==> config.mk <==
export PLATFORM = sky130hd
export DESIGN_NAME = clip_port
export DESIGN_NICKNAME = d
export VERILOG_FILES = /design/src/clip_pkg.sv /design/src/clip_port.sv /design/src/clip_ram.sv
export SDC_FILE = /design/constraint.sdc
export NUM_CORES = 2
export LEC_CHECK = 0
export ABC_AREA = 1
export BUFFER_PORTS_ARGS = -buffer_cell sky130_fd_sc_hd__buf_2
export CORE_ASPECT_RATIO = 0.8
export CORE_MARGIN = 10
export CORE_UTILIZATION = 30
export CTS_BUF_LIST = sky130_fd_sc_hd__clkbuf_2
export CTS_CLUSTER_DIAMETER = 200
export DETAILED_ROUTE_END_ITERATION = 16
export GPL_TIMING_DRIVEN = 0
export PLACE_DENSITY = 0.49
export SYNTH_ARGS = -nofsm -noshare
export SYNTH_HDL_FRONTEND = slang
export SYNTH_HIERARCHICAL = 1
export SYNTH_SLANG_ARGS = --single-unit
==> constraint.sdc <==
create_clock -name sys_clk -period 11.55 [get_ports sys_clk]
set_input_delay 2.31 -clock sys_clk [delete_from_list [all_inputs] [get_ports sys_clk]]
set_output_delay 2.31 -clock sys_clk [all_outputs]
set_load 0.05 [all_outputs]
==> src/clip_pkg.sv <==
// Shared constants and types of the character display instruction port
package clip_pkg;

    // ==========================================================
    // Timing
    localparam int CLK_PERIOD_NS = 100;
    localparam int T_LONG_NS = 1530000;
    localparam int T_SHORT_NS = 39000;
    localparam int T_DATA_NS = 43000;
    // Execution times are least times, so round up
    localparam int LONG_CYCLES = (T_LONG_NS + CLK_PERIOD_NS - 1) / CLK_PERIOD_NS;
    localparam int SHORT_CYCLES = (T_SHORT_NS + CLK_PERIOD_NS - 1) / CLK_PERIOD_NS;
    localparam int DATA_CYCLES = (T_DATA_NS + CLK_PERIOD_NS - 1) / CLK_PERIOD_NS;

    // ==========================================================
    // Instruction decode: position of the leading one
    localparam int OP_CLEAR_BIT = 0;
    localparam int OP_HOME_BIT = 1;
    localparam int OP_ENTRY_BIT = 2;
    localparam int OP_DISPCTL_BIT = 3;
    localparam int OP_SHIFT_BIT = 4;
    localparam int OP_FUNC_BIT = 5;
    localparam int OP_GLYPH_ADDR_BIT = 6;
    localparam int OP_DISP_ADDR_BIT = 7;
    // Field positions
    localparam int ENTRY_INCR_BIT = 1;
    localparam int ENTRY_SHIFT_BIT = 0;
    localparam int DISP_ON_BIT = 2;
    localparam int CUR_ON_BIT = 1;
    localparam int BLINK_ON_BIT = 0;
    localparam int SHIFT_SC_BIT = 3;
    localparam int SHIFT_RL_BIT = 2;
    localparam int FUNC_WIDTH_BIT = 4;
    localparam int FUNC_LINES_BIT = 3;
    localparam int FUNC_FONT_BIT = 2;

    // ==========================================================
    // Display memory map and fill value
    localparam logic [7:0] SPACE_CODE = 8'h20;
    localparam logic [6:0] ADDR_HOME = 7'h00;
    localparam logic [6:0] LINE1_END = 7'h27;
    localparam logic [6:0] LINE2_BASE = 7'h40;
    localparam logic [6:0] LINE2_END = 7'h67;
    localparam logic [6:0] ONE_LINE_END = 7'h4f;
    localparam logic [6:0] FILL_LAST = 7'h7f;

    // ==========================================================
    // Reset values
    localparam logic RST_BUS_WIDTH8 = 1'b1;
    localparam logic RST_INCR = 1'b1;

    typedef enum logic [2:0] {
        ST_IDLE = 3'b001,
        ST_FILL = 3'b010,
        ST_WAIT = 3'b100
    } clip_exec_t;

endpackage : clip_pkg

==> src/clip_port.sv <==
// Instruction port and command decoder of a character display controller
// Function
// - Clear fills display memory with 20H, address to 00H, busy 1.53 ms.
// - Return home zeroes address and display shift, memory kept, busy 1.53 ms.
// - Entry mode stores direction and whole-display shift enable, 39 us.
// - Display control stores display, cursor and blink bits, 39 us.
// - Shift moves cursor or display, direction given, memory untouched, 39 us.
// - Function set latches bus width, line count and font, 39 us.
// - Glyph address loads 6 bits into counter, selects glyph memory, 39 us.
// - Display address loads 7 bits into counter, selects display memory, 39 us.
// - Status read drives busy indication on DB7 with no execution time.
// - Status read shows address counter on DB6..DB0.
// - Data write stores byte into selected memory, 43 us.
// - Data read returns byte from selected memory, 43 us.
// - Eight-bit mode moves a byte per enable cycle on DB0..DB7.
// - Four-bit mode uses DB4..DB7 only, lower lines ignored.
// - Four-bit mode moves upper nibble first, then lower nibble.
// - Four-bit mode starts execution only after the second nibble.
// - Width bit set selects eight-bit mode, clear selects four-bit mode.
// - Each data access steps address counter by one per entry direction.
// - Two-line mode uses 00H-27H and 40H-67H.
`timescale 1ns/1ps
module clip_port #(
    parameter int LONG_CYCLES = clip_pkg::LONG_CYCLES
) (
    // Clock and reset
    input wire logic sys_clk,
    input wire logic rst,
    // Host bus
    input wire logic bus_en,
    input wire logic reg_select,
    input wire logic read_write,
    input wire logic [7:0] data_in,
    output logic [7:0] data_out,
    output logic data_oe_n,
    // Status and display control
    output logic busy_indication,
    output logic [6:0] address_counter,
    output logic glyph_sel,
    output logic bus_width_sel,
    output logic incr_dir,
    output logic whole_display_shift_en,
    output logic display_on,
    output logic cursor_on,
    output logic blink_on,
    output logic two_line,
    output logic font_sel,
    output logic [6:0] display_shift
);

    initial begin
        // Clear needs its 128 fill cycles inside the busy time
        if (LONG_CYCLES < 130 || LONG_CYCLES > 65535) begin
            $error("LONG_CYCLES out of range");
        end
    end

    localparam logic [15:0] LONG_N = 16'(LONG_CYCLES);
    localparam logic [15:0] SHORT_N = 16'(clip_pkg::SHORT_CYCLES);
    localparam logic [15:0] DATA_N = 16'(clip_pkg::DATA_CYCLES);

    typedef struct packed {
        logic en;
        logic nib_phase;
        logic [3:0] hi_nib;
        clip_pkg::clip_exec_t exec;
        logic [15:0] cnt;
        logic [6:0] fill_ptr;
        logic [6:0] ac;
        logic glyph;
        logic incr;
        logic sh_en;
        logic disp_on;
        logic cur_on;
        logic blink;
        logic bw8;
        logic lines2;
        logic font;
        logic [6:0] shift;
        logic [7:0] dout;
        logic oe_n;
    } clip_state_t;

    clip_state_t s_q, s_d;
    logic [7:0] ram_rdata;
    logic [7:0] ram_addr;
    logic ram_we;
    logic [7:0] ram_wdata;
    logic fall;
    logic done;
    logic [7:0] byte_v;
    logic [7:0] rd_val;
    logic busy;

    // ==========================================================
    // Address stepping
    function automatic logic [6:0] step_addr(input logic [6:0] a, input logic up,
                                             input logic glyph, input logic lines2);
        logic [6:0] r;
        r = up ? a + 7'h01 : a - 7'h01;
        if (glyph) begin
            r = {1'b0, r[5:0]};
        end else if (lines2) begin
            if (up && a == clip_pkg::LINE1_END) r = clip_pkg::LINE2_BASE;
            else if (up && a == clip_pkg::LINE2_END) r = clip_pkg::ADDR_HOME;
            else if (!up && a == clip_pkg::LINE2_BASE) r = clip_pkg::LINE1_END;
            else if (!up && a == clip_pkg::ADDR_HOME) r = clip_pkg::LINE2_END;
        end else begin
            if (up && a == clip_pkg::ONE_LINE_END) r = clip_pkg::ADDR_HOME;
            else if (!up && a == clip_pkg::ADDR_HOME) r = clip_pkg::ONE_LINE_END;
        end
        return r;
    endfunction : step_addr

    // ==========================================================
    // Memory
    clip_ram #(.AW(8), .DW(8)) u_ram (
        .sys_clk(sys_clk),
        .addr(ram_addr),
        .wr_en(ram_we),
        .wr_data(ram_wdata),
        .rd_data(ram_rdata)
    );

    assign busy = (s_q.exec != clip_pkg::ST_IDLE);
    // Glyph memory sits in the upper half
    always_comb begin
        if (s_q.exec == clip_pkg::ST_FILL) begin
            ram_addr = {1'b0, s_q.fill_ptr};
        end else if (s_q.glyph) begin
            ram_addr = {2'b10, s_q.ac[5:0]};
        end else begin
            ram_addr = {1'b0, s_q.ac};
        end
    end

    // ==========================================================
    // Bus capture
    assign fall = s_q.en && !bus_en;
    always_comb begin
        done = 1'b0;
        byte_v = data_in;
        if (fall) begin
            if (s_q.bw8) begin
                done = 1'b1;
            end else if (s_q.nib_phase) begin
                done = 1'b1;
                byte_v = {s_q.hi_nib, data_in[7:4]};
            end
        end
    end

    assign rd_val = reg_select ? ram_rdata : {busy, s_q.ac};
    assign ram_we = (s_q.exec == clip_pkg::ST_FILL) ||
                    (done && reg_select && !read_write && !busy);
    assign ram_wdata = (s_q.exec == clip_pkg::ST_FILL) ? clip_pkg::SPACE_CODE : byte_v;

    // ==========================================================
    // Next state
    always_comb begin
        s_d = s_q;
        s_d.en = bus_en;
        // Read data follows enable high, one cycle behind
        s_d.oe_n = !(bus_en && read_write);
        if (!s_q.bw8) begin
            s_d.dout = s_q.nib_phase ? {rd_val[3:0], 4'h0} : {rd_val[7:4], 4'h0};
        end else begin
            s_d.dout = rd_val;
        end
        if (fall && !s_q.bw8) begin
            s_d.nib_phase = !s_q.nib_phase;
            if (!s_q.nib_phase) begin
                s_d.hi_nib = data_in[7:4];
            end
        end
        unique case (s_q.exec)
            clip_pkg::ST_IDLE: begin
            end
            clip_pkg::ST_FILL: begin
                s_d.fill_ptr = s_q.fill_ptr + 7'h01;
                s_d.cnt = s_q.cnt - 16'h0001;
                if (s_q.fill_ptr == clip_pkg::FILL_LAST) begin
                    s_d.exec = clip_pkg::ST_WAIT;
                end
            end
            clip_pkg::ST_WAIT: begin
                s_d.cnt = s_q.cnt - 16'h0001;
                if (s_q.cnt == 16'h0000) begin
                    s_d.exec = clip_pkg::ST_IDLE;
                end
            end
        endcase
        // Status reads take no time; all else is ignored while busy
        if (done && !busy && !(!reg_select && read_write)) begin
            s_d.exec = clip_pkg::ST_WAIT;
            // Busy through the count down to zero: N cycles in all
            s_d.cnt = SHORT_N - 16'h0001;
            if (reg_select) begin
                s_d.cnt = DATA_N - 16'h0001;
                s_d.ac = step_addr(s_q.ac, s_q.incr, s_q.glyph, s_q.lines2);
                if (!read_write && s_q.sh_en && !s_q.glyph) begin
                    s_d.shift = s_q.incr ? s_q.shift - 7'h01 : s_q.shift + 7'h01;
                end
            end else if (byte_v[clip_pkg::OP_DISP_ADDR_BIT]) begin
                s_d.ac = byte_v[6:0];
                s_d.glyph = 1'b0;
            end else if (byte_v[clip_pkg::OP_GLYPH_ADDR_BIT]) begin
                s_d.ac = {1'b0, byte_v[5:0]};
                s_d.glyph = 1'b1;
            end else if (byte_v[clip_pkg::OP_FUNC_BIT]) begin
                s_d.bw8 = byte_v[clip_pkg::FUNC_WIDTH_BIT];
                s_d.lines2 = byte_v[clip_pkg::FUNC_LINES_BIT];
                s_d.font = byte_v[clip_pkg::FUNC_FONT_BIT];
                s_d.nib_phase = 1'b0;
            end else if (byte_v[clip_pkg::OP_SHIFT_BIT]) begin
                if (byte_v[clip_pkg::SHIFT_SC_BIT]) begin
                    s_d.shift = byte_v[clip_pkg::SHIFT_RL_BIT] ? s_q.shift + 7'h01
                                                              : s_q.shift - 7'h01;
                end else begin
                    s_d.ac = step_addr(s_q.ac, byte_v[clip_pkg::SHIFT_RL_BIT],
                                       s_q.glyph, s_q.lines2);
                end
            end else if (byte_v[clip_pkg::OP_DISPCTL_BIT]) begin
                s_d.disp_on = byte_v[clip_pkg::DISP_ON_BIT];
                s_d.cur_on = byte_v[clip_pkg::CUR_ON_BIT];
                s_d.blink = byte_v[clip_pkg::BLINK_ON_BIT];
            end else if (byte_v[clip_pkg::OP_ENTRY_BIT]) begin
                s_d.incr = byte_v[clip_pkg::ENTRY_INCR_BIT];
                s_d.sh_en = byte_v[clip_pkg::ENTRY_SHIFT_BIT];
            end else if (byte_v[clip_pkg::OP_HOME_BIT]) begin
                s_d.cnt = LONG_N - 16'h0001;
                s_d.ac = clip_pkg::ADDR_HOME;
                s_d.glyph = 1'b0;
                s_d.shift = 7'h00;
            end else if (byte_v[clip_pkg::OP_CLEAR_BIT]) begin
                s_d.exec = clip_pkg::ST_FILL;
                s_d.cnt = LONG_N - 16'h0001;
                s_d.fill_ptr = 7'h00;
                s_d.ac = clip_pkg::ADDR_HOME;
                s_d.glyph = 1'b0;
                s_d.incr = clip_pkg::RST_INCR;
                s_d.shift = 7'h00;
            end else begin
                // All-zero code is no instruction
                s_d.exec = clip_pkg::ST_IDLE;
            end
        end
    end

    // ==========================================================
    // State register
    always_ff @(posedge sys_clk or posedge rst) begin
        if (rst) begin
            s_q <= '{en: 1'b0, nib_phase: 1'b0, hi_nib: 4'h0, exec: clip_pkg::ST_IDLE,
                     cnt: 16'h0000, fill_ptr: 7'h00, ac: 7'h00, glyph: 1'b0,
                     incr: clip_pkg::RST_INCR, sh_en: 1'b0, disp_on: 1'b0,
                     cur_on: 1'b0, blink: 1'b0, bw8: clip_pkg::RST_BUS_WIDTH8,
                     lines2: 1'b0, font: 1'b0, shift: 7'h00, dout: 8'h00, oe_n: 1'b1};
        end else begin
            s_q <= s_d;
        end
    end

    assign data_out = s_q.dout;
    assign data_oe_n = s_q.oe_n;
    assign busy_indication = busy;
    assign address_counter = s_q.ac;
    assign glyph_sel = s_q.glyph;
    assign bus_width_sel = s_q.bw8;
    assign incr_dir = s_q.incr;
    assign whole_display_shift_en = s_q.sh_en;
    assign display_on = s_q.disp_on;
    assign cursor_on = s_q.cur_on;
    assign blink_on = s_q.blink;
    assign two_line = s_q.lines2;
    assign font_sel = s_q.font;
    assign display_shift = s_q.shift;

    // ==========================================================
    // Checks
    localparam int LONG_MIN = 129;
    localparam int SHORT_L = 382;
    logic accept;
    assign accept = done && !busy && !(!reg_select && read_write);
endmodule : clip_port

==> src/clip_ram.sv <==
// Display and glyph memory with registered read data
`timescale 1ns/1ps
module clip_ram #(
    parameter int AW = 8,
    parameter int DW = 8
) (
    // Clock
    input wire logic sys_clk,
    // Access
    input wire logic [AW-1:0] addr,
    input wire logic wr_en,
    input wire logic [DW-1:0] wr_data,
    output logic [DW-1:0] rd_data
);

    logic [DW-1:0] mem [0:(1<<AW)-1];

    always_ff @(posedge sys_clk) begin
        if (wr_en) begin
            mem[addr] <= wr_data;
        end
        rd_data <= mem[addr];
    end

endmodule : clip_ram

==> impl_metrics.ini <==
[place]
place_area_um2 = 96500
port_buffers = 45
post-place-ws_ns = 4.26
place_hpwl_um = 220000
place_congestion = 1.00

[hold_path]
hold_class = reg -> reg
hold_path_startpoint = cursor_on
holdPathEnd = cursor_on
min_path_cells = 2

[sta]
finalSetupViolations = 0
fmax_mhz = 150
fin_crit_ns = 6.65
hold_viol_final = 0
rsz0062_at_grt = false
relSlewSlack_pct = -3.34
tightest_slew_ns = 1.54
fin_crit_sh_pct = 57.6
slew_violations = 10
finalWorstSetupSlack_ns = 4.90
skew_ns = 0.198
tns_ns = 0

[detailed_routing]
firstDrtPassIters = 6
antenna_left = 0
route.detailed.drc = 0
wl_um = 306000
route.vias.total = 65197
viasPerCell = 4.74
drt_iter0_drc = 7085
post_drt_wl_per_cell_um = 22.2

[setup_path]
r2r-start = s_q[57]
crit_path_cell_trace = inv_1, nand3_1, inv_1, clkbuf_1, clkbuf_1, o21ai_0, buf_6, nor2_8, buf_4, buf_4, inv_2, nor2_1, nand2_1, clkbuf_1, nor2_1
reg2reg_depth = 15
arrival_ns = 7.82
end_kind = register
required_ns = 12.72
r2r_slack_ns = 4.90
crit_path_start = s_q[57]
max_stage_delay_ns = 1.02
startpoint_type = register
r2r-end = u_ram/mem[142][7]
cpMostUsedCell = clkbuf_1
critPathKind = reg -> reg
crit_slowest_cell = nor2_1
worstPathMaxFanout = 10

[yosys]
synth_top_family_by_area = simple AND/OR/NAND/NOR gates
synthFlopType = edfxtp_1
synthAdderAreaFrac_pct = 0.0977
synthArstFlopShare_pct = 3.02
synth_warnings = 6
synth_top_area_share_pct = 68.6
synth_simple_gate_area_share_pct = 24.4
syn_area_um2 = 89600
synth_seq_area_share_pct = 70.6
netlist_instances = 8750
synth_xor_area_share_pct = 0.186
synthesis.nets = 8770
synth_compound_area_share_pct = 1.74
synth_edf_count = 2048
synth.mux.area_fraction_pct = 0.0447
yosysUniqueCellTypes = 45
ys_seq_elements = 2120
synth.area.top_cells = edfxtp_1 69%, nand2_1 21%, nor2_1 1.8%, dfrtp_1 1.7%, nand3_1 1.4%
ys_top_cells_by_count = 4,978 x nand2_1, 2,048 x edfxtp_1, 431 x nor2_1
synth.most_common_cell = nand2_1
synth.avg_cell_area_um2 = 10.2
synth_top_area_cell = edfxtp_1

[cts]
cts_sinks = 2120
cts_resized = 0
cts_hold_buf = 0
cts_root_buffer = clkbuf_2
cts_tree = built
cts.path.max_buffers = 4
clkSlewWorstSetupHoldPaths_ns = 0.13
cts_max_level = 6
insertion_delay_ns = 1.70
cts_buffers = 537
post-cts-setup-buffers = 0

[global_routing]
grt_overflow = 0
grt_pass1_wl_um = 433000
grt_max_degree = 65
grt_pass1_vias = 61690
antenna_found_initial = 25
grtUsageTotal_pct = 18.3

[power_and_ir_drop]
powerDensity_nw_per_um2 = 146
p_leak_nw = 40.6
vdd_drop_max_uv = 77.6

[die]
start_util_pct = 30.1
row_count = 179
coreArea_um2 = 297000
die_h_um = 509
boundaryPins = 46
die_w_um = 631
die_area_um2 = 321000

[status]
status = finished, violations left
violations = max-capacitance violations, max-slew violations

[job]
drv_cap = 1

[layout]
final_util_pct = 34.0
syn2layout_area_growth_pct = 12.9
final_cell_area_um2 = 101000
drive_above_1_share_pct = 12.0
fin_nets = 9426
-- metrics by stage --
stage               power [mW]  hold WS [ns]  cells
floorplan                 9.35         0.459   8750
global placement          10.0         0.471  12777
detailed placement        9.84         0.476  12849
CTS                       14.9         0.499  13742
global route              15.4         0.531  13743
finish                    14.8         0.491  13752
-- layer usage --
metal	routed length, um	GRT usage (%)	up-vias
met5	86	0	-
li1	-	-	30302
met1	140000	26.5	31620
met4	7470	4.93	12
met3	28800	4.70	432
met2	130000	27.1	2831
-- layout by cell type, fill, tap and decap left out, types with 102 or more instances in the layout --
| cell type | netlist | layout |
|---|---|---|
| clkbuf_1 | 185 | 181 |
| nand2_1 | 4978 | 4977 |
| o21ai_0 | 105 | 105 |
| clkbuf_2 | 0 | 751 |
| clkinv_1 | 1 | 102 |
| edfxtp_1 | 2048 | 2048 |
| nor2_1 | 431 | 424 |
| buf_2 | 186 | 231 |
| inv_1 | 122 | 121 |
| nand3_1 | 252 | 252 |
| o21ai_1 | 122 | 122 |
-- critical path, delay by kind of cell (launching register included) --
kind                   cells  cell delay (ns)
AOI/OAI and AO/OA          1             0.55
buffers and inverters      9             3.06
DFF                        1             0.42
and+or+nand+nor            5             2.10
-- report_power, final --
group	total (mW)	internal, mW	leakage [nW]	switching (mW)
clock	5.11	2.01	3.57	3.10
combinational	0.911	0.228	17.8	0.683
sequential	8.74	8.74	19.3	0.00603
-- how the worst max path moves through the flow --
stage	end	cells past startpoint	slack [ns]
6_report	u_ram/mem[142][7]	15	4.90
5_1_grt	u_ram/mem[142][4]	15	4.84
4_1_cts	u_ram/mem[142][4]	15	5.04
3_5_place_dp	u_ram/mem[143][0]	8	4.26
3_3_place_gp	u_ram/mem[123][1]	7	-12.49
2_1_floorplan	u_ram/mem[0][2]	8	1.05
-- registers in the layout, indices dropped and copies added (netlist names) --
| name | count |
|---|---|
| blink_on | 1 |
| display_shift | 7 |
| incr_dir | 1 |
| cursor_on | 1 |
| address_counter | 7 |
| glyph_sel | 1 |
| u_ram/rd_data | 8 |
| bus_width_sel | 1 |
| font_sel | 1 |
| u_ram/mem | 2048 |
| s_q | 32 |
| whole_display_shift_en | 1 |
| display_on | 1 |
| two_line | 1 |
| data_oe_n | 1 |
| data_out | 8 |
-- cell type report --
type	count	area [um^2]
antenna	10	25.0
buffer	459	2120
clock buffer	747	3740
clock inverter	146	910
fill	30416	196000
inverter	130	495
multi-input combinational	6041	23800
sequential	2120	63300
tap	3982	4980
timing repair buffer	117	1810
-- cells by family after synthesis --
kind of cell | Yosys count
muxes | 4
adders and majority gates | 7
AOI/OAI and AO/OA | 303
xor gates and xnor gates | 19
DFF | 2120
and+or+nand+nor | 5708
buffers and inverters | 589
No activity file was read; power rests on OpenSTA's default activity.
